File: config.mk
export PLATFORM = sky130hd
export DESIGN_NAME = lgp_top
export DESIGN_NICKNAME = d
export VERILOG_FILES = /design/src/design/lgp_pkg.sv /design/src/design/lgp_sync.sv /design/src/design/lgp_pad_mux.sv /design/src/design/lgp_top.sv
export SDC_FILE = /design/constraint.sdc
export NUM_CORES = 1
export LEC_CHECK = 0
export ABC_AREA = 1
export BUFFER_PORTS_ARGS = -buffer_cell sky130_fd_sc_hd__buf_2
export CAP_MARGIN = 20
export CORE_MARGIN = 1.5
export CORE_UTILIZATION = 53
export CTS_BUF_LIST = sky130_fd_sc_hd__clkbuf_2 sky130_fd_sc_hd__clkbuf_4 sky130_fd_sc_hd__clkbuf_8
export DETAILED_ROUTE_END_ITERATION = 10
export PLACE_DENSITY = 0.87
export SYNTH_ARGS = -nofsm -noshare
export SYNTH_HDL_FRONTEND = slang
export SYNTH_SLANG_ARGS = --single-unit
export TNS_END_PERCENT = 5
File: constraint.sdc
create_clock -name clk_i -period 1.6 [get_ports clk_i]
set_input_delay 0.16 -clock clk_i [delete_from_list [all_inputs] [get_ports clk_i]]
set_output_delay 0.16 -clock clk_i [all_outputs]
set_load 0.1 [all_outputs]
File: src/design/lgp_pkg.sv
// Purpose: Shared constants for the LCD-shared GPIO ports D and E
// Assumes: Classic Wishbone, 32-bit data, one aligned word per register
// Notes:   Offsets are byte addresses
package lgp_pkg;

   // ************************************************************
   // Register map
   // ************************************************************
   localparam logic [7:0] OFS_PORT_D_PIN_DATA    = 8'h00;
   localparam logic [7:0] OFS_PORT_D_LATCH       = 8'h04;
   localparam logic [7:0] OFS_PORT_D_DIRECTION   = 8'h08;
   localparam logic [7:0] OFS_LCD_SEG_EN_0_7     = 8'h0c;
   localparam logic [7:0] OFS_PORT_E_PIN_DATA    = 8'h10;
   localparam logic [7:0] OFS_PORT_E_LATCH       = 8'h14;
   localparam logic [7:0] OFS_PORT_E_DIRECTION   = 8'h18;
   localparam logic [7:0] OFS_LCD_CONTROL        = 8'h1c;
   localparam logic [7:0] OFS_LCD_SEG_EN_24_31   = 8'h20;

   // ************************************************************
   // Fields and reset values
   // ************************************************************
   localparam int         PORT_D_WIDTH      = 8;
   localparam int         PORT_E_LSB        = 4;
   localparam int         LCD_MUX_LSB       = 0;
   localparam int         LCD_SEGMENT_THIRTY_ONE_BIT         = 7;
   localparam logic [7:0] PORT_E_IMPL_MASK  = 8'hf0;
   localparam logic [7:0] RST_DIRECTION     = 8'hff;
   localparam logic [7:0] RST_LATCH         = 8'h00;
   localparam logic [7:0] RST_LCD           = 8'h00;
   localparam int         SYNC_STAGES       = 2;

endpackage : lgp_pkg

File: src/design/lgp_sync.sv
// Purpose: Two-flop synchroniser for the pad input levels
// Assumes: Pad levels are asynchronous to clk_i
// Notes:   First stage feeds only the second stage
`timescale 1ns/10ps
`default_nettype none
module lgp_sync
   import lgp_pkg::*;
#(
   parameter int W = 8
) (
   // Clock and reset
   input  wire logic         clk_i,
   input  wire logic         rst_n_i,
   // Data
   input  wire logic [W-1:0] async_i,
   output logic      [W-1:0] sync_o
);
   logic [W-1:0] meta;

   always_ff @(posedge clk_i) begin
      if (!rst_n_i) begin
         meta   <= '0;
         sync_o <= '0;
      end else begin
         meta   <= async_i;
         sync_o <= meta;
      end
   end
endmodule : lgp_sync
`default_nettype wire

File: src/design/lgp_pad_mux.sv
// Purpose: Per-pin output ownership for ports D and E
// Assumes: All inputs come from the same clock domain
// Notes:   Pure combinational; the top registers the results
`timescale 1ns/10ps
`default_nettype none
module lgp_pad_mux
   import lgp_pkg::*;
(
   // Port D controls
   input  wire logic [7:0] d_latch_i,
   input  wire logic [7:0] d_dir_i,
   input  wire logic [7:0] seg_en_lo_i,
   // Port E controls
   input  wire logic [7:0] e_latch_i,
   input  wire logic [7:0] e_dir_i,
   input  wire logic [1:0] lcd_mux_i,
   input  wire logic       lcd_segment_thirty_one_en_i,
   input  wire logic       ccp_alt_sel_i,
   input  wire logic       ccp_out_en_i,
   input  wire logic       ccp_out_i,
   // Results
   output logic      [7:0] d_out_o,
   output logic      [7:0] d_oe_o,
   output logic      [7:0] d_lcd_o,
   output logic      [7:0] e_out_o,
   output logic      [7:0] e_oe_o,
   output logic      [7:0] e_lcd_o
);
   // Pins of port E taken by LCD commons for a multiplex code
   function automatic logic [7:0] com_claim(input logic [1:0] mux);
      unique case (mux)
         2'b00:   com_claim = 8'h0f;
         2'b01:   com_claim = 8'h1f;
         2'b10:   com_claim = 8'h3f;
         default: com_claim = 8'h7f;
      endcase
   endfunction : com_claim

   always_comb begin
      d_lcd_o = seg_en_lo_i;
      d_oe_o  = ~d_dir_i & ~seg_en_lo_i;
      d_out_o = d_latch_i & d_oe_o;
      e_lcd_o = com_claim(lcd_mux_i);
      e_lcd_o[LCD_SEGMENT_THIRTY_ONE_BIT] = lcd_segment_thirty_one_en_i;
      e_oe_o  = ~e_dir_i & ~e_lcd_o & PORT_E_IMPL_MASK;
      e_out_o = e_latch_i & e_oe_o;
      // Compare unit owns pin 7 ahead of the latch when routed there, segment 31 is off, pin 7 direction is zero and its output enable is set
      if (!ccp_alt_sel_i && !lcd_segment_thirty_one_en_i && !e_dir_i[7]) begin
         e_out_o[7] = ccp_out_en_i ? ccp_out_i : e_latch_i[7];
      end
   end
endmodule : lgp_pad_mux
`default_nettype wire

File: src/design/lgp_top.sv
// Purpose: Ports D and E with LCD sharing, reached over classic Wishbone
// Assumes: 25 MHz clk_i, synchronous active-low reset, 32-bit Wishbone
// Notes:   Pads are split into in/out/oe; no tristate inside
//
// The implementer's own choices: register access over Wishbone and the register addresses.
`timescale 1ns/10ps
`default_nettype none
// Contract
// - Port D has eight pins, each with direction and latch bit.
// - Direction one makes the pin an input with driver off.
// - Direction zero drives the latch value onto the pin.
// - Latch register reads back the stored value, not pins.
// - Each pin's direction is independent.
// - Reset makes every pin of both ports an input.
// - Segment enable bit hands a port D pin to the LCD.
// - Direction bit is ignored while a pin serves the LCD.
// - Port E has four pins at bits 7 to 4, same behaviour.
// - Multiplex select chooses which port E pins 6..4 are commons.
// - Free pins: 00 gives 6,5,4; 01 gives 6,5; 10 gives 6; 11 none.
// - Segment 31 enable takes port E pin 7 for the LCD.
// - Port E bits 3..0 have no digital I/O.
// - Config bit zero routes compare unit two to port E pin 7.
// - Compare output wins over latch data on that pin.
// - Port E low four bits read as zero.
module lgp_top
   import lgp_pkg::*;
(
   // Clock and reset
   input  wire logic        clk_i,
   input  wire logic        rst_n_i,
   // Wishbone slave
   input  wire logic        wb_cyc_i,
   input  wire logic        wb_stb_i,
   input  wire logic        wb_we_i,
   input  wire logic [7:0]  wb_adr_i,
   input  wire logic [3:0]  wb_sel_i,
   input  wire logic [31:0] wb_dat_i,
   output logic      [31:0] wb_dat_o,
   output logic             wb_ack_o,
   // Port D pads
   input  wire logic [7:0]  port_d_pad_i,
   output logic      [7:0]  port_d_pad_o,
   output logic      [7:0]  port_d_pad_oe_o,
   output logic      [7:0]  port_d_lcd_seg_o,
   // Port E pads, bits 7..4 used
   input  wire logic [7:0]  port_e_pad_i,
   output logic      [7:0]  port_e_pad_o,
   output logic      [7:0]  port_e_pad_oe_o,
   output logic      [7:0]  port_e_lcd_o,
   // Compare unit two
   input  wire logic        compare_pin_select_cfg_i,
   input  wire logic        capture_compare_unit_two_out_en_i,
   input  wire logic        capture_compare_unit_two_out_i,
   output logic             capture_compare_unit_two_capture_o
);
   import lgp_pkg::*;

   // ************************************************************
   // Registers
   // ************************************************************
   logic [7:0] port_d_output_latch;
   logic [7:0] port_d_direction;
   logic [7:0] lcd_segment_enable_0_7;
   logic [7:0] port_e_output_latch;
   logic [7:0] port_e_direction;
   logic [7:0] lcd_control_reg;
   logic [7:0] lcd_segment_enable_24_31;
   logic [7:0] d_sync;
   logic [7:0] e_sync;
   logic [7:0] d_out;
   logic [7:0] d_oe;
   logic [7:0] d_lcd;
   logic [7:0] e_out;
   logic [7:0] e_oe;
   logic [7:0] e_lcd;
   logic [7:0] next_rdata;
   logic       req;
   logic       wr_lo;

   assign req   = wb_cyc_i & wb_stb_i & ~wb_ack_o;
   assign wr_lo = req & wb_we_i & wb_sel_i[0];

   // ************************************************************
   // Pad input synchronisers
   // ************************************************************
   lgp_sync #(.W(8)) u_sync_d (
      .clk_i   (clk_i),
      .rst_n_i (rst_n_i),
      .async_i (port_d_pad_i),
      .sync_o  (d_sync)
   );

   lgp_sync #(.W(8)) u_sync_e (
      .clk_i   (clk_i),
      .rst_n_i (rst_n_i),
      .async_i (port_e_pad_i),
      .sync_o  (e_sync)
   );

   // ************************************************************
   // Register writes
   // ************************************************************
   // Latch, reachable through both data and latch offsets
   always_ff @(posedge clk_i) begin
      if (!rst_n_i) begin
         port_d_output_latch <= RST_LATCH;
         port_e_output_latch <= RST_LATCH;
      end else if (wr_lo) begin
         if (wb_adr_i == OFS_PORT_D_PIN_DATA || wb_adr_i == OFS_PORT_D_LATCH) begin
            port_d_output_latch <= wb_dat_i[7:0];
         end
         if (wb_adr_i == OFS_PORT_E_PIN_DATA || wb_adr_i == OFS_PORT_E_LATCH) begin
            port_e_output_latch <= wb_dat_i[7:0] & PORT_E_IMPL_MASK;
         end
      end
   end

   // Direction registers come up ones on every implemented bit so every pin is an input
   always_ff @(posedge clk_i) begin
      if (!rst_n_i) begin
         port_d_direction <= RST_DIRECTION;
         port_e_direction <= RST_DIRECTION & PORT_E_IMPL_MASK;
      end else if (wr_lo) begin
         if (wb_adr_i == OFS_PORT_D_DIRECTION) begin
            port_d_direction <= wb_dat_i[7:0];
         end
         if (wb_adr_i == OFS_PORT_E_DIRECTION) begin
            port_e_direction <= wb_dat_i[7:0] & PORT_E_IMPL_MASK;
         end
      end
   end

   // LCD sharing controls
   always_ff @(posedge clk_i) begin
      if (!rst_n_i) begin
         lcd_segment_enable_0_7   <= RST_LCD;
         lcd_control_reg          <= RST_LCD;
         lcd_segment_enable_24_31 <= RST_LCD;
      end else if (wr_lo) begin
         if (wb_adr_i == OFS_LCD_SEG_EN_0_7) begin
            lcd_segment_enable_0_7 <= wb_dat_i[7:0];
         end
         if (wb_adr_i == OFS_LCD_CONTROL) begin
            lcd_control_reg <= wb_dat_i[7:0];
         end
         if (wb_adr_i == OFS_LCD_SEG_EN_24_31) begin
            lcd_segment_enable_24_31 <= wb_dat_i[7:0];
         end
      end
   end

   // ************************************************************
   // Pin ownership
   // ************************************************************
   lgp_pad_mux u_mux (
      .d_latch_i     (port_d_output_latch),
      .d_dir_i       (port_d_direction),
      .seg_en_lo_i   (lcd_segment_enable_0_7),
      .e_latch_i     (port_e_output_latch),
      .e_dir_i       (port_e_direction),
      .lcd_mux_i     (lcd_control_reg[LCD_MUX_LSB+:2]),
      .lcd_segment_thirty_one_en_i    (lcd_segment_enable_24_31[LCD_SEGMENT_THIRTY_ONE_BIT]),
      .ccp_alt_sel_i (compare_pin_select_cfg_i),
      .ccp_out_en_i  (capture_compare_unit_two_out_en_i),
      .ccp_out_i     (capture_compare_unit_two_out_i),
      .d_out_o       (d_out),
      .d_oe_o        (d_oe),
      .d_lcd_o       (d_lcd),
      .e_out_o       (e_out),
      .e_oe_o        (e_oe),
      .e_lcd_o       (e_lcd)
   );

   // Registered pad drive; one cycle after the control write
   always_ff @(posedge clk_i) begin
      if (!rst_n_i) begin
         port_d_pad_o     <= '0;
         port_d_pad_oe_o  <= '0;
         port_d_lcd_seg_o <= '0;
         port_e_pad_o     <= '0;
         port_e_pad_oe_o  <= '0;
         port_e_lcd_o     <= '0;
      end else begin
         port_d_pad_o     <= d_out;
         port_d_pad_oe_o  <= d_oe;
         port_d_lcd_seg_o <= d_lcd;
         port_e_pad_o     <= e_out;
         port_e_pad_oe_o  <= e_oe;
         port_e_lcd_o     <= e_lcd;
      end
   end

   // Capture input seen only when pin 7 is routed and digital
   always_ff @(posedge clk_i) begin
      if (!rst_n_i) begin
         capture_compare_unit_two_capture_o <= 1'b0;
      end else begin
         capture_compare_unit_two_capture_o <= ~compare_pin_select_cfg_i & ~e_lcd[7] & e_sync[7];
      end
   end

   // ************************************************************
   // Read path
   // ************************************************************
   always_comb begin
      next_rdata = 8'h00;
      unique case (wb_adr_i)
         OFS_PORT_D_PIN_DATA:  next_rdata = d_sync & ~d_lcd;
         OFS_PORT_D_LATCH:     next_rdata = port_d_output_latch;
         OFS_PORT_D_DIRECTION: next_rdata = port_d_direction;
         OFS_LCD_SEG_EN_0_7:   next_rdata = lcd_segment_enable_0_7;
         OFS_PORT_E_PIN_DATA:  next_rdata = e_sync & ~e_lcd & PORT_E_IMPL_MASK;
         OFS_PORT_E_LATCH:     next_rdata = port_e_output_latch;
         OFS_PORT_E_DIRECTION: next_rdata = port_e_direction;
         OFS_LCD_CONTROL:      next_rdata = lcd_control_reg;
         OFS_LCD_SEG_EN_24_31: next_rdata = lcd_segment_enable_24_31;
         default:              next_rdata = 8'h00;
      endcase
   end

   // One wait state: ack the cycle after the request is seen
   always_ff @(posedge clk_i) begin
      if (!rst_n_i) begin
         wb_ack_o <= 1'b0;
         wb_dat_o <= '0;
      end else begin
         wb_ack_o <= req;
         wb_dat_o <= req ? {24'h000000, next_rdata} : 32'h00000000;
      end
   end

endmodule : lgp_top
`default_nettype wire

==> results.cfg <==
[run_status]
status = complete, no violations

[timing]
min_period_ns = 1.45
setup_tns_ns = 0
slew_viol_final = 0
rsz0062_at_grt = false
setup_violations = 0
fin_skew_ns = 0.0110
period_share_pct = 90.7
hold_violations = 0
fmax_mhz = 689

[finish]
fill_cells = 730
antennaDiodeCount = 0
area_growth_pct = 21.4
nNetsFinal = 788
ff_latch_area_mm2 = 0.00238
multi_input_area_mm2 = 0.00177
drive_gt1_share_pct = 23.6
instances_no_fill = 841

[yosys]
ys_async_sr_fraction_pct = 0
syn_inst = 609
syn_area_mm2 = 0.00480
ys_warn_count = 0
yosys.area.top_type = dfxtp_1
synth_top_area_share_pct = 49.6
synth_area_leaders = dfxtp_1 (50%), nand2_1 (7.8%), inv_1 (7.3%)
yosys-top-cells-count = dfxtp_1 (119), nand2_1 (100), inv_1 (93)
synth_seq_cells = 119
ys.flop_type = dfxtp_1
yosysMostFrequentCell = dfxtp_1
synth_area_per_cell_um2 = 7.89
synth-edff-count = 0
synth_cell_types = 32
seq_area_frac_synth_pct = 49.6

[floorplanning]
num_rows = 34
pin_count = 150
dieHeight_um = 98.2
die_x_um = 98.2
die_area_mm2 = 0.00964
start_util_pct = 54.8
core_area_mm2 = 0.00876

[clock_tree]
h-tree-depth = 4
cts.path.max_buffers = 2
tritoncts = done
numCtsBuffers = 17
numClockSinks = 119
clock-root-buffer = clkbuf_8
clkLatencyLatePin_ns = 0.43
path_clk_slew_ns = 0.07

[pwr]
p_per_area_mw_per_mm2 = 1180
ir_drop_v = 0.000632
p_leak_uw = 0.00301

[run]
maxCapViolations = 0

[route]
drc = 0
routed_wl_um = 11100
num_vias = 4203
via_per_inst = 5.00
drtIter0Drc = 314
first_pass_iters = 5
wl_per_cell_um = 13.3
ant_nets = 0

[place]
dp_hpwl_um = 7680
place.gp.congestion = 0.911
dp.cells = 795
io_buffers = 86

[worst_setup_path]
critPathArrivalTime_ns = 1.76
worstSetupEndpointType = flop
cp-startpoint = wb_ack_o$_SDFF_PN0_
crit_chain = nor2_1, nand3_4, inv_2, nand2_4, o21ai_0, a21oi_1
start_kind = flop
path_class = reg -> reg
crit_path_top_delay_cell = dfxtp_2
cp_max_fo = 16
max_stage_delay_ns = 0.32
required_ns = 1.91
rr_startpoint = wb_ack_o$_SDFF_PN0_

[grt]
grt-ovfl-total = 0
antenna_found_initial = 0
grt_start_max_net_pins = 84
track_usage_pct = 23.9
grt_pass1_wl_um = 18100
grt_pass1_vias = 3831

[hold_path]
hp-class = in -> reg
hp-start = wb_dat_i[0]
path summary, 6_finish.rpt:
path	endpoint	cells past startpoint	slack, ns
max	port_d_output_latch[0]$_SDFFE_PN0P_	6	0.15
min	port_d_direction[0]$_SDFFE_PN1P_	3	0.03
max reg2reg	port_d_output_latch[0]$_SDFFE_PN0P_	6	0.15
min reg2reg	u_sync_d.sync_o[4]$_SDFF_PN0_	2	0.41
final cells by class:
cell class,instances,share of cell area [%]
well taps,108,2.32
clock buffers,17,4.01
flip-flops and latches,119,40.9
multi-input cells,368,30.4
repair buffers,114,11.8
inverters,100,6.52
clock inverters,15,4.10
cells by family after synthesis:
logic type | share of synthesized area [%]
other | 0.0781
buffers and inverters | 16.0
flip-flops | 49.6
AND/OR/NAND/NOR | 24.4
AO/OA/AOI/OAI | 9.93
stage by stage:
| stage | cell area (um2) | setup WS, ns | utilization [%] | hold WS, ns | total power, uW |
|---|---|---|---|---|---|
| floorplan | 4920 | 0.0478 | - | 0.188 | 3640 |
| global placement | 5220 | 0.153 | 59.5 | 0.343 | 3680 |
| detailed placement | 5220 | 0.0366 | 59.5 | 0.343 | 3690 |
| CTS | 5830 | 0.0368 | 66.5 | 0.00722 | 6880 |
| global route | 5830 | 0.00846 | 66.5 | 0.0312 | 7080 |
| finish | 5830 | 0.149 | 66.5 | 0.0296 | 6860 |
power by group:
group / total [uW] / internal [uW] / switching (uW)
sequential: 3000 / 2990 / 9.47
clock: 3210 / 1890 / 1310
combinational: 649 / 108 / 542
layout by cell type (no fill, tap or decap), types with 8 or more instances in the layout:
master | netlist | routed
a21oi_1 | 24 | 24
buf_2 | 2 | 86
buf_4 | 35 | 13
clkbuf_8 | 0 | 17
conb_1 | 1 | 32
dfxtp_1 | 119 | 118
dlygate4sd3_1 | 0 | 14
inv_1 | 93 | 92
nand2_1 | 100 | 99
nand2_2 | 7 | 8
nand3_1 | 41 | 41
nor2_1 | 61 | 61
nor3_1 | 12 | 12
nor4_1 | 12 | 12
o21ai_0 | 40 | 39
routing by layer:
layer | up-vias | wire length, um | GRT usage [%]
li1 | 2066 | - | -
met1 | 1905 | 4840 | 31.1
met2 | 209 | 5190 | 37.7
met3 | 23 | 836 | 5.58
met4 | 0 | 282 | 10.9
met5 | - | 0 | 0
what timing repair did:
item,in CTS,in global routing
setup buffers,0,0
endpoints found under the setup margin,0,4
hold endpoints to repair,14,0
hold buffers,14,0
resized for setup,0,3
critical path: cells and delay by family (launching register included):
family,cells,cell delay [ns]
flip-flops,1,0.32
AND/OR/NAND/NOR,3,0.57
AO/OA/AOI/OAI,2,0.30
buffers and inverters,1,0.15
Note: power is estimated with default switching activity, not from simulation.
